===== src/core/tw_pkg.sv =====
package tw_pkg;

  // ************************************************************
  // Register map.
  // ************************************************************
  localparam int AW = 3;
  localparam int DW = 8;
  localparam logic [AW-1:0] OFF_CTL = 3'h0;
  localparam logic [AW-1:0] OFF_STS = 3'h1;
  localparam logic [AW-1:0] OFF_DATA = 3'h2;
  localparam logic [AW-1:0] OFF_ADDR = 3'h3;
  localparam logic [AW-1:0] OFF_DIV = 3'h4;

  // ************************************************************
  // Control register fields.
  // ************************************************************
  localparam int CTL_ENABLE = 7;
  localparam int CTL_INTERRUPT_ENABLE = 6;
  localparam int CTL_MASTER_SELECT = 5;
  localparam int CTL_TRANSMIT_DIRECTION = 4;
  localparam int CTL_ACK_DISABLE = 3;
  localparam int CTL_REPEAT_START = 2;

  // ************************************************************
  // Status register fields.
  // ************************************************************
  localparam int ST_BYTE_DONE = 7;
  localparam int ST_SLAVE_ADDRESSED = 6;
  localparam int ST_BUS_BUSY = 5;
  localparam int ST_ARB_LOST = 4;
  localparam int ST_SLAVE_RW = 2;
  localparam int ST_BUS_INTERRUPT = 1;
  localparam int ST_RECEIVED_ACK = 0;

  // ************************************************************
  // Reset values and bit counts.
  // ************************************************************
  localparam logic [DW-1:0] CTL_RST = 8'h00;
  localparam logic [DW-1:0] ADDR_RST = 8'h00;
  localparam logic [DW-1:0] DIV_RST = 8'h0F;
  localparam logic [DW-1:0] RD_ZERO = 8'h00;
  localparam logic [3:0] LAST_DATA_BIT = 4'h7;
  localparam logic [3:0] ACK_BIT = 4'h8;

endpackage


===== src/core/tw_ctrl.sv =====
`timescale 1ns/1ps
module tw_ctrl #(
  parameter logic [7:0] DIV_DEFAULT = tw_pkg::DIV_RST
) (
  input wire logic mclk,
  input wire logic reset_n,
  input wire logic [tw_pkg::AW-1:0] reg_addr,
  input wire logic [tw_pkg::DW-1:0] reg_wdata,
  input wire logic reg_wr,
  input wire logic reg_rd,
  output logic [tw_pkg::DW-1:0] reg_rdata,
  input wire logic scl_i,
  output logic scl_o,
  output logic scl_oe_n,
  input wire logic sda_i,
  output logic sda_o,
  output logic sda_oe_n,
  output logic bus_irq
);
  import tw_pkg::*;

  typedef enum logic [3:0] {
    G_IDLE, G_START, G_HOLD, G_LOW, G_HIGH, G_STOPA, G_STOPB, G_RSA, G_RSB
  } tw_gen_t;

  // ************************************************************
  // Pin sampling and bus condition detection.
  // ************************************************************
  logic [1:0] pin_s;
  logic scl_s, sda_s, scl_p_q, sda_p_q;

  tw_sync #(.W(2)) u_sync (
    .mclk(mclk),
    .reset_n(reset_n),
    .d({scl_i, sda_i}),
    .q(pin_s)
  );

  assign scl_s = pin_s[1];
  assign sda_s = pin_s[0];

  always_ff @(posedge mclk or negedge reset_n) begin
    if (!reset_n) begin
      scl_p_q <= 1'b1;
      sda_p_q <= 1'b1;
    end else begin
      scl_p_q <= scl_s;
      sda_p_q <= sda_s;
    end
  end

  wire scl_rise = scl_s & ~scl_p_q;
  wire scl_fall = ~scl_s & scl_p_q;
  wire start_det = scl_s & scl_p_q & sda_p_q & ~sda_s;
  wire stop_det = scl_s & scl_p_q & ~sda_p_q & sda_s;

  // ************************************************************
  // Register state.
  // ************************************************************
  logic [DW-1:0] ctl_q, own_addr_q, div_q, rx_q, shift_q, cnt_q;
  logic [3:0] bit_q;
  logic repeat_start_request_q;
  logic byte_done_flag_q, slave_addressed_flag_q, bus_busy_flag_q;
  logic arbitration_lost_flag_q, slave_rw_flag_q;
  logic bus_interrupt_flag_q, received_ack_flag_q;
  logic in_q, adr_ph_q, sel_q, lost_q, eng_sda_q, hold_q;
  logic scl_lo_q, gen_sda_q;
  tw_gen_t st_q;

  wire enable = ctl_q[CTL_ENABLE];
  wire master_select = ctl_q[CTL_MASTER_SELECT];
  wire transmit_direction = ctl_q[CTL_TRANSMIT_DIRECTION];
  wire ack_disable = ctl_q[CTL_ACK_DISABLE];

  // ************************************************************
  // Register decode.
  // ************************************************************
  wire ctl_wr = reg_wr & (reg_addr == OFF_CTL);
  wire sts_wr = reg_wr & (reg_addr == OFF_STS);
  wire dat_wr = reg_wr & (reg_addr == OFF_DATA);
  wire adr_wr = reg_wr & (reg_addr == OFF_ADDR);
  wire div_wr = reg_wr & (reg_addr == OFF_DIV);
  wire dat_rd = reg_rd & (reg_addr == OFF_DATA);
  wire rel = (dat_wr & transmit_direction) | (dat_rd & ~transmit_direction);
  wire master_select_rise = ctl_wr & reg_wdata[CTL_MASTER_SELECT] & ~master_select;
  wire start_fail = master_select_rise & (bus_busy_flag_q | ~enable);
  wire repeat_start_request_req = ctl_wr & reg_wdata[CTL_REPEAT_START];
  wire repeat_start_request_fail = repeat_start_request_req & ~master_select;

  wire [DW-1:0] sts_word = {byte_done_flag_q, slave_addressed_flag_q,
    bus_busy_flag_q, arbitration_lost_flag_q, 1'b0, slave_rw_flag_q,
    bus_interrupt_flag_q, received_ack_flag_q};
  wire [DW-1:0] rd_mux =
    (reg_addr == OFF_CTL) ? ctl_q :
    (reg_addr == OFF_STS) ? sts_word :
    (reg_addr == OFF_DATA) ? rx_q :
    (reg_addr == OFF_ADDR) ? own_addr_q :
    (reg_addr == OFF_DIV) ? div_q : RD_ZERO;

  // ************************************************************
  // Engine decode.
  // ************************************************************
  wire gen_act = (st_q != G_IDLE);
  wire mst = gen_act & ~lost_q;
  wire sending = (mst & (adr_ph_q | transmit_direction)) |
    (sel_q & ~adr_ph_q & transmit_direction);
  wire match = (shift_q[7:1] == own_addr_q[7:1]);
  wire slv_match = adr_ph_q & ~mst & match & enable;
  wire ack_lo = adr_ph_q ? slv_match :
    (~sending & (mst | sel_q) & ~ack_disable);
  wire run = in_q & enable;
  wire arb_lost = run & scl_rise & (bit_q != ACK_BIT) & mst & sending &
    shift_q[7] & ~sda_s;
  wire ack_edge = run & scl_fall & (bit_q == LAST_DATA_BIT);
  wire byte_end = run & scl_fall & (bit_q == ACK_BIT);
  wire stop_unreq = stop_det & gen_act & (st_q != G_STOPB);
  wire master_select_clr = start_fail | arb_lost | stop_unreq;
  wire mal_set = start_fail | repeat_start_request_fail | arb_lost | stop_unreq;
  wire mif_set = byte_end | start_fail | repeat_start_request_fail | stop_unreq;

  // ************************************************************
  // Software registers.
  // ************************************************************
  always_ff @(posedge mclk or negedge reset_n) begin
    if (!reset_n) begin
      ctl_q <= CTL_RST;
      own_addr_q <= ADDR_RST;
      div_q <= DIV_DEFAULT;
    end else begin
      if (ctl_wr) begin
        ctl_q <= reg_wdata & ~(8'h01 << CTL_REPEAT_START);
      end
      if (master_select_clr) begin
        ctl_q[CTL_MASTER_SELECT] <= 1'b0;
      end
      if (arb_lost) begin
        ctl_q[CTL_TRANSMIT_DIRECTION] <= 1'b0;
      end
      if (adr_wr) begin
        own_addr_q <= reg_wdata;
      end
      if (div_wr) begin
        div_q <= reg_wdata;
      end
    end
  end

  always_ff @(posedge mclk or negedge reset_n) begin
    if (!reset_n) begin
      reg_rdata <= RD_ZERO;
    end else begin
      reg_rdata <= reg_rd ? rd_mux : RD_ZERO;
    end
  end

  // ************************************************************
  // Status flags; a hardware set beats a clear in the same cycle.
  // ************************************************************
  always_ff @(posedge mclk or negedge reset_n) begin
    if (!reset_n) begin
      bus_interrupt_flag_q <= 1'b0;
      arbitration_lost_flag_q <= 1'b0;
      slave_addressed_flag_q <= 1'b0;
      byte_done_flag_q <= 1'b1;
      bus_busy_flag_q <= 1'b0;
      slave_rw_flag_q <= 1'b0;
      received_ack_flag_q <= 1'b1;
    end else begin
      bus_interrupt_flag_q <= mif_set | (bus_interrupt_flag_q &
        ~(sts_wr & ~reg_wdata[ST_BUS_INTERRUPT]));
      arbitration_lost_flag_q <= mal_set | (arbitration_lost_flag_q &
        ~(sts_wr & ~reg_wdata[ST_ARB_LOST]));
      slave_addressed_flag_q <= (ack_edge & slv_match) |
        (slave_addressed_flag_q & ~ctl_wr);
      byte_done_flag_q <= byte_end | (byte_done_flag_q & ~rel);
      bus_busy_flag_q <= start_det | (bus_busy_flag_q & ~stop_det);
      if (ack_edge & slv_match) begin
        slave_rw_flag_q <= shift_q[0];
      end
      if (run & scl_rise & (bit_q == ACK_BIT)) begin
        received_ack_flag_q <= sda_s;
      end
    end
  end

  // ************************************************************
  // Byte engine, shared by master and slave roles.
  // ************************************************************
  always_ff @(posedge mclk or negedge reset_n) begin
    if (!reset_n) begin
      in_q <= 1'b0;
      adr_ph_q <= 1'b0;
      sel_q <= 1'b0;
      lost_q <= 1'b0;
      eng_sda_q <= 1'b0;
      hold_q <= 1'b0;
      bit_q <= 4'h0;
      shift_q <= 8'h00;
      rx_q <= 8'h00;
    end else if (start_det | stop_det) begin
      in_q <= start_det & enable;
      adr_ph_q <= start_det;
      sel_q <= 1'b0;
      lost_q <= 1'b0;
      eng_sda_q <= 1'b0;
      hold_q <= 1'b0;
      // The SCL fall that closes a START is no data bit, so count from -1.
      bit_q <= start_det ? 4'hF : 4'h0;
    end else begin
      if (rel) begin
        hold_q <= 1'b0;
      end
      if (dat_wr & transmit_direction & (bit_q == 4'h0)) begin
        shift_q <= reg_wdata;
        eng_sda_q <= ~reg_wdata[7] & (mst | sel_q);
      end
      if (arb_lost) begin
        lost_q <= 1'b1;
        eng_sda_q <= 1'b0;
      end else if (run & scl_rise & (bit_q != ACK_BIT)) begin
        shift_q <= {shift_q[6:0], sda_s};
      end
      if (ack_edge) begin
        bit_q <= ACK_BIT;
        sel_q <= sel_q | slv_match;
        eng_sda_q <= ack_lo;
      end else if (byte_end) begin
        bit_q <= 4'h0;
        rx_q <= shift_q;
        adr_ph_q <= 1'b0;
        eng_sda_q <= 1'b0;
        lost_q <= 1'b0;
        hold_q <= sel_q & ~mst;
        in_q <= ~adr_ph_q | sel_q | mst;
      end else if (run & scl_fall) begin
        bit_q <= bit_q + 4'h1;
        eng_sda_q <= sending & ~shift_q[7];
      end
    end
  end

  // ************************************************************
  // Master clock generator.
  // ************************************************************
  wire cnt_en = gen_act & ~((st_q == G_HIGH) & ~scl_s);
  wire tick = cnt_en & (cnt_q == div_q);

  always_ff @(posedge mclk or negedge reset_n) begin
    if (!reset_n) begin
      cnt_q <= 8'h00;
    end else begin
      cnt_q <= (tick | ~cnt_en) ? 8'h00 : cnt_q + 8'h01;
    end
  end

  always_ff @(posedge mclk or negedge reset_n) begin
    if (!reset_n) begin
      repeat_start_request_q <= 1'b0;
    end else begin
      repeat_start_request_q <= (repeat_start_request_req & master_select) |
        (repeat_start_request_q & master_select & (st_q != G_RSA));
    end
  end

  // Clock stretching by a slave holds the count at zero in the high phase.
  always_ff @(posedge mclk or negedge reset_n) begin
    if (!reset_n) begin
      st_q <= G_IDLE;
      scl_lo_q <= 1'b0;
      gen_sda_q <= 1'b0;
    end else if (~enable | stop_unreq | (byte_end & lost_q)) begin
      st_q <= G_IDLE;
      scl_lo_q <= 1'b0;
      gen_sda_q <= 1'b0;
    end else if (byte_end & gen_act) begin
      st_q <= G_HOLD;
      scl_lo_q <= 1'b1;
    end else begin
      unique case (st_q)
        G_IDLE: begin
          if (master_select_rise & ~start_fail) begin
            st_q <= G_START;
            gen_sda_q <= 1'b1;
          end
        end
        G_START: begin
          if (tick) begin
            scl_lo_q <= 1'b1;
            st_q <= G_HOLD;
          end
        end
        G_HOLD: begin
          if (~master_select) begin
            st_q <= G_STOPA;
            gen_sda_q <= 1'b1;
          end else if (repeat_start_request_q) begin
            st_q <= G_RSA;
            gen_sda_q <= 1'b0;
          end else if (rel) begin
            st_q <= G_LOW;
            gen_sda_q <= 1'b0;
          end
        end
        G_LOW: begin
          if (tick) begin
            scl_lo_q <= 1'b0;
            st_q <= G_HIGH;
          end
        end
        G_HIGH: begin
          if (tick) begin
            scl_lo_q <= 1'b1;
            st_q <= G_LOW;
          end
        end
        G_STOPA: begin
          if (tick) begin
            scl_lo_q <= 1'b0;
            st_q <= G_STOPB;
          end
        end
        G_STOPB: begin
          if (tick) begin
            gen_sda_q <= 1'b0;
            st_q <= G_IDLE;
          end
        end
        G_RSA: begin
          if (tick) begin
            scl_lo_q <= 1'b0;
            st_q <= G_RSB;
          end
        end
        G_RSB: begin
          if (tick) begin
            gen_sda_q <= 1'b1;
            st_q <= G_START;
          end
        end
      endcase
    end
  end

  // ************************************************************
  // Open-drain pins and interrupt request.
  // ************************************************************
  // Pins only ever pull low, so a lost master can never fight the bus.
  assign scl_o = 1'b0;
  assign sda_o = 1'b0;
  assign scl_oe_n = ~(scl_lo_q | hold_q);
  assign sda_oe_n = ~(gen_sda_q | eng_sda_q);
  assign bus_irq = bus_interrupt_flag_q & ctl_q[CTL_INTERRUPT_ENABLE];

endmodule


===== src/core/tw_sync.sv =====
`timescale 1ns/1ps
module tw_sync #(
  parameter int W = 2
) (
  input wire logic mclk,
  input wire logic reset_n,
  input wire logic [W-1:0] d,
  output logic [W-1:0] q
);

  logic [W-1:0] meta_q;

  // The first stage feeds the second stage only.
  always_ff @(posedge mclk or negedge reset_n) begin
    if (!reset_n) begin
      meta_q <= '1;
      q <= '1;
    end else begin
      meta_q <= d;
      q <= meta_q;
    end
  end

endmodule


===== config.mk =====
export PLATFORM = sky130hd
export DESIGN_NAME = tw_ctrl
export DESIGN_NICKNAME = d
export VERILOG_FILES = /design/src/core/tw_pkg.sv /design/src/core/tw_ctrl.sv /design/src/core/tw_sync.sv
export SDC_FILE = /design/constraint.sdc
export NUM_CORES = 1
export LEC_CHECK = 0
export BUFFER_PORTS_ARGS = -buffer_cell sky130_fd_sc_hd__buf_2
export CORE_MARGIN = 2
export CORE_UTILIZATION = 50
export CTS_BUF_LIST = sky130_fd_sc_hd__clkbuf_4 sky130_fd_sc_hd__clkbuf_8
export DETAILED_ROUTE_END_ITERATION = 12
export PLACE_DENSITY_LB_ADDON = 0.25
export SLEW_MARGIN = 20
export SYNTH_ARGS = -nofsm -noshare
export SYNTH_HDL_FRONTEND = slang
export SYNTH_SLANG_ARGS = --single-unit

===== constraint.sdc =====
create_clock -name mclk -period 6.5 [get_ports mclk]
set_input_delay 0.325 -clock mclk [delete_from_list [all_inputs] [get_ports mclk]]
set_output_delay 0.325 -clock mclk [all_outputs]
set_load 0.01 [all_outputs]

==> flow_metrics.env <==
export IMPL_status="finished, final reports clean"
export IMPL_cts_max_level=3
export IMPL_die_w_um=97.4
export IMPL_switchingPower_uw=438
export IMPL_post_cts_buffers=0
export IMPL_drtIter0Drc=304
export IMPL_synthMuxAreaShare=0.0844
export IMPL_synthToLayoutAreaGrowth_pct=8.58
export IMPL_swShare=0.324
export IMPL_synth_seq_area_share=0.492
export IMPL_synth_fa_ha_area_frac=0.00861
export IMPL_cp_arrival_ns=2.84
export IMPL_antenna_found_initial=0
export IMPL_worstSetupPathType="reg2reg"
export IMPL_cts_path_max_buffers=2
export IMPL_core_area_sq_um=8590
export IMPL_synth_edf_count=0
export IMPL_yosys_area_share_simple=0.198
export IMPL_combPwrFrac=0.201
export IMPL_maxCapViolations=0
export IMPL_max_stage_delay_ns=0.84
export IMPL_p_clk_frac=0.259
export IMPL_clock_fmax_mhz=386
export IMPL_cts_hold_buf=0
export IMPL_root_buffer="clkbuf_8"
export IMPL_grt_util_all_layers=0.227
export IMPL_syn_avg_cell_area_sq_um=10.2
export IMPL_cp_max_fo=16
export IMPL_p_per_area_nw_per_um2=286
export IMPL_ys_seq_elements=85
export IMPL_synth_cell_type_count=63
export IMPL_synth_cells=428
export IMPL_die_h_um=97.4
export IMPL_start_util=0.507
export IMPL_path_cells="nor4_1, o21ai_0, nor3_1, and3_1, mux2_2"
export IMPL_rows=34
export IMPL_seqPwrFrac=0.541
export IMPL_setup_tns_final_ns=0
export IMPL_cpMaxStageDelayCell="nor4_1"
export IMPL_clk_latency_ns=0.36
export IMPL_drive_gt1_frac=0.181
export IMPL_ios=30
export IMPL_cts_tree="yes"
export IMPL_dp_hpwl_um=7290
export IMPL_ys_flop_type="dfrtp_1"
export IMPL_async_flop_share=1.00
export IMPL_instances_no_fill=561
export IMPL_fin_crit_sh=0.399
export IMPL_viasPerCell=6.07
export IMPL_design_die_area_sq_um=9480
export IMPL_wirelength_um=10500
export IMPL_grt_setup_unrepaired="false"
export IMPL_hold_class="in2async"
export IMPL_grt_ovfl_total=0
export IMPL_worstMarginPinSlew_ns=0.898
export IMPL_ir_drop_mv=0.179
export IMPL_grt_max_degree=86
export IMPL_drv_slew=0
export IMPL_fillCellCount=801
export IMPL_synth_top_family_by_area="simple AND/OR/NAND/NOR gates"
export IMPL_synth_xor_area_frac=0.0462
export IMPL_dp_cells=545
export IMPL_final_setup_viol_count=0
export IMPL_cts_sinks=85
export IMPL_p_int_uw=915
export IMPL_hold_violations=0
export IMPL_ys_warnings_count=0
export IMPL_drt_antenna_violating_nets=0
export IMPL_cp_start_kind="flop"
export IMPL_synth_area_sq_um=4360
export IMPL_post_cts_resized=0
export IMPL_gp_congestion=0.853
export IMPL_synth_compound_area_frac=0.142
export IMPL_skew_ns=0.0133
export IMPL_relSlewSlack=0.396
export IMPL_firstDrtPassIters=5
export IMPL_required_ns=6.74
export IMPL_path_clk_slew_ns=0.09
export IMPL_layout_nets=468
export IMPL_antenna_cells=0
export IMPL_period_minus_slack_ns=2.59
export IMPL_first_global_vias=3168
export IMPL_numCtsBuffers=9
export IMPL_dr_total_vias=3403
export IMPL_drcViolationCount=0
export IMPL_avgRoutedWirePerCell_um=18.7
export IMPL_endpoint_kind="flop"
export IMPL_grt_pass1_wl_um=17000
export IMPL_io_buffers=27
export IMPL_p_leak_uw=0.00209
[per-layer routing]
metal | vias up | GRT usage | routed length (um)
li1 | 1604 | - | -
met5 | - | 0 | 0
met1 | 1671 | 0.327 | 4670
met3 | 13 | 0.0353 | 686
met2 | 115 | 0.355 | 4950
met4 | 0 | 0.0748 | 161
[power groups by stage]
| stage | sequential [uW] | clock, uW | combinational [uW] |
|---|---|---|---|
| 3_3_place_gp | 734 | 0 | 265 |
| 4_1_cts | 728 | 361 | 272 |
| 3_5_place_dp | 738 | 0 | 271 |
| 5_1_grt | 744 | 381 | 303 |
| 6_report | 731 | 350 | 271 |
| 2_1_floorplan | 704 | 0 | 206 |
[stage by stage]
step	hold slack, ns	utilization	worst slack, ns	instance area [sq um]	power, uW
after floorplan	0.0294	-	4.41	4360	910
after global placement	0.346	0.529	4.09	4540	998
after detailed placement	0.347	0.529	4.00	4540	1010
after CTS	0.0398	0.550	3.99	4730	1360
after global routing	0.0366	0.551	3.70	4730	1430
final	0.0195	0.551	3.91	4730	1350
[synth_stat cells (3+ instances only)]
cell	n	area [sq um]
a211oi_1	3	22.5
a21oi_1	19	95.1
a2bb2oi_1	7	61.3
a31oi_1	4	25.0
a41o_1	3	30.0
and2_1	7	43.8
and3_1	7	43.8
clkbuf_1	13	48.8
dfrtp_1	73	1830
dfstp_2	12	315
ha_1	3	37.5
inv_1	9	33.8
mux2_2	18	203
mux2i_1	12	120
nand2_1	53	199
nand2b_1	3	18.8
nand3_1	14	70.1
nand3b_1	3	22.5
nand4_1	7	43.8
nand4b_1	3	26.3
nor2_1	32	120
nor2b_1	9	56.3
nor3_1	11	55.1
nor4_1	3	18.8
nor4bb_1	3	30.0
o21ai_0	16	80.1
o22ai_1	14	87.6
or4_1	3	22.5
xnor2_1	17	149
xor2_1	6	52.6
[state kept, by name (all words and copies together) (netlist names), 2 cells and up]
name / cells
own_addr_q: 8
st_q: 4
rx_q: 8
u_sync.meta_q: 2
reg_rdata: 8
div_q: 8
bit_q: 4
ctl_q: 7
cnt_q: 8
u_sync.q: 2
shift_q: 8
[logic make-up after synthesis]
family	after synthesis
simple gates	166
xor+xnor	23
fa+ha+maj	3
mux	32
compound gates	90
other cells	1
buf+inv	28
flops	85
[critical path: cells and delay by family, from the launching register on]
kind | cells | cell delay (ns)
AO/OA/AOI/OAI | 1 | 0.23
multiplexers | 1 | 0.34
AND/OR/NAND/NOR | 3 | 1.35
flip-flops | 1 | 0.56
[path summary, 6_finish.rpt]
path,startpoint,end,slack [ns],cells after the start
max in group asynchronous,reset_n,shift_q[2]$_DFFE_PN0N_,5.98,1
max reg2reg,st_q[2]$_DFFE_PN0P_,slave_rw_flag_q$_DFFE_PN0P_,3.91,5
max,st_q[2]$_DFFE_PN0P_,slave_rw_flag_q$_DFFE_PN0P_,3.91,5
min reg2reg,u_sync.meta_q[1]$_DFF_PN1_,u_sync.q[1]$_DFF_PN1_,0.36,0
min,reset_n,st_q[0]$_DFFE_PN0P_,0.02,1
min in group mclk,scl_i,u_sync.meta_q[1]$_DFF_PN1_,0.06,1
[layout make-up]
| type | instances | area, sq um | share of cell area |
|---|---|---|---|
| sequential | 85 | 2140 | 0.453 |
| multi-input combinational | 316 | 2100 | 0.443 |
| timing repair buffer | 27 | 141 | 0.0299 |
| clock buffer | 10 | 138 | 0.0291 |
| tap | 108 | 135 | 0.0286 |
| clock inverter | 6 | 46.3 | 0.00978 |
| inverter | 9 | 33.8 | 0.00714 |
[cells in the final DEF (no fill, tap or decap), types with 3 or more instances in the layout]
cell,Yosys,routed
a211oi_1,3,3
a21oi_1,19,19
a2bb2oi_1,7,7
a31oi_1,4,4
a41o_1,3,3
and2_1,7,7
and3_1,7,7
buf_2,2,26
clkbuf_8,0,10
dfrtp_1,73,73
dfstp_2,12,12
ha_1,3,3
inv_1,9,9
mux2_2,18,18
mux2i_1,12,12
nand2_1,53,53
nand2b_1,3,3
nand3_1,14,14
nand3b_1,3,3
nand4_1,7,7
nand4b_1,3,3
nor2_1,32,32
nor2b_1,9,9
nor3_1,11,11
nor4_1,3,3
nor4bb_1,3,3
o21ai_0,16,16
o22ai_1,14,14
or4_1,3,3
xnor2_1,17,17
xor2_1,6,6
Note: power is estimated with default switching activity, not from simulation.
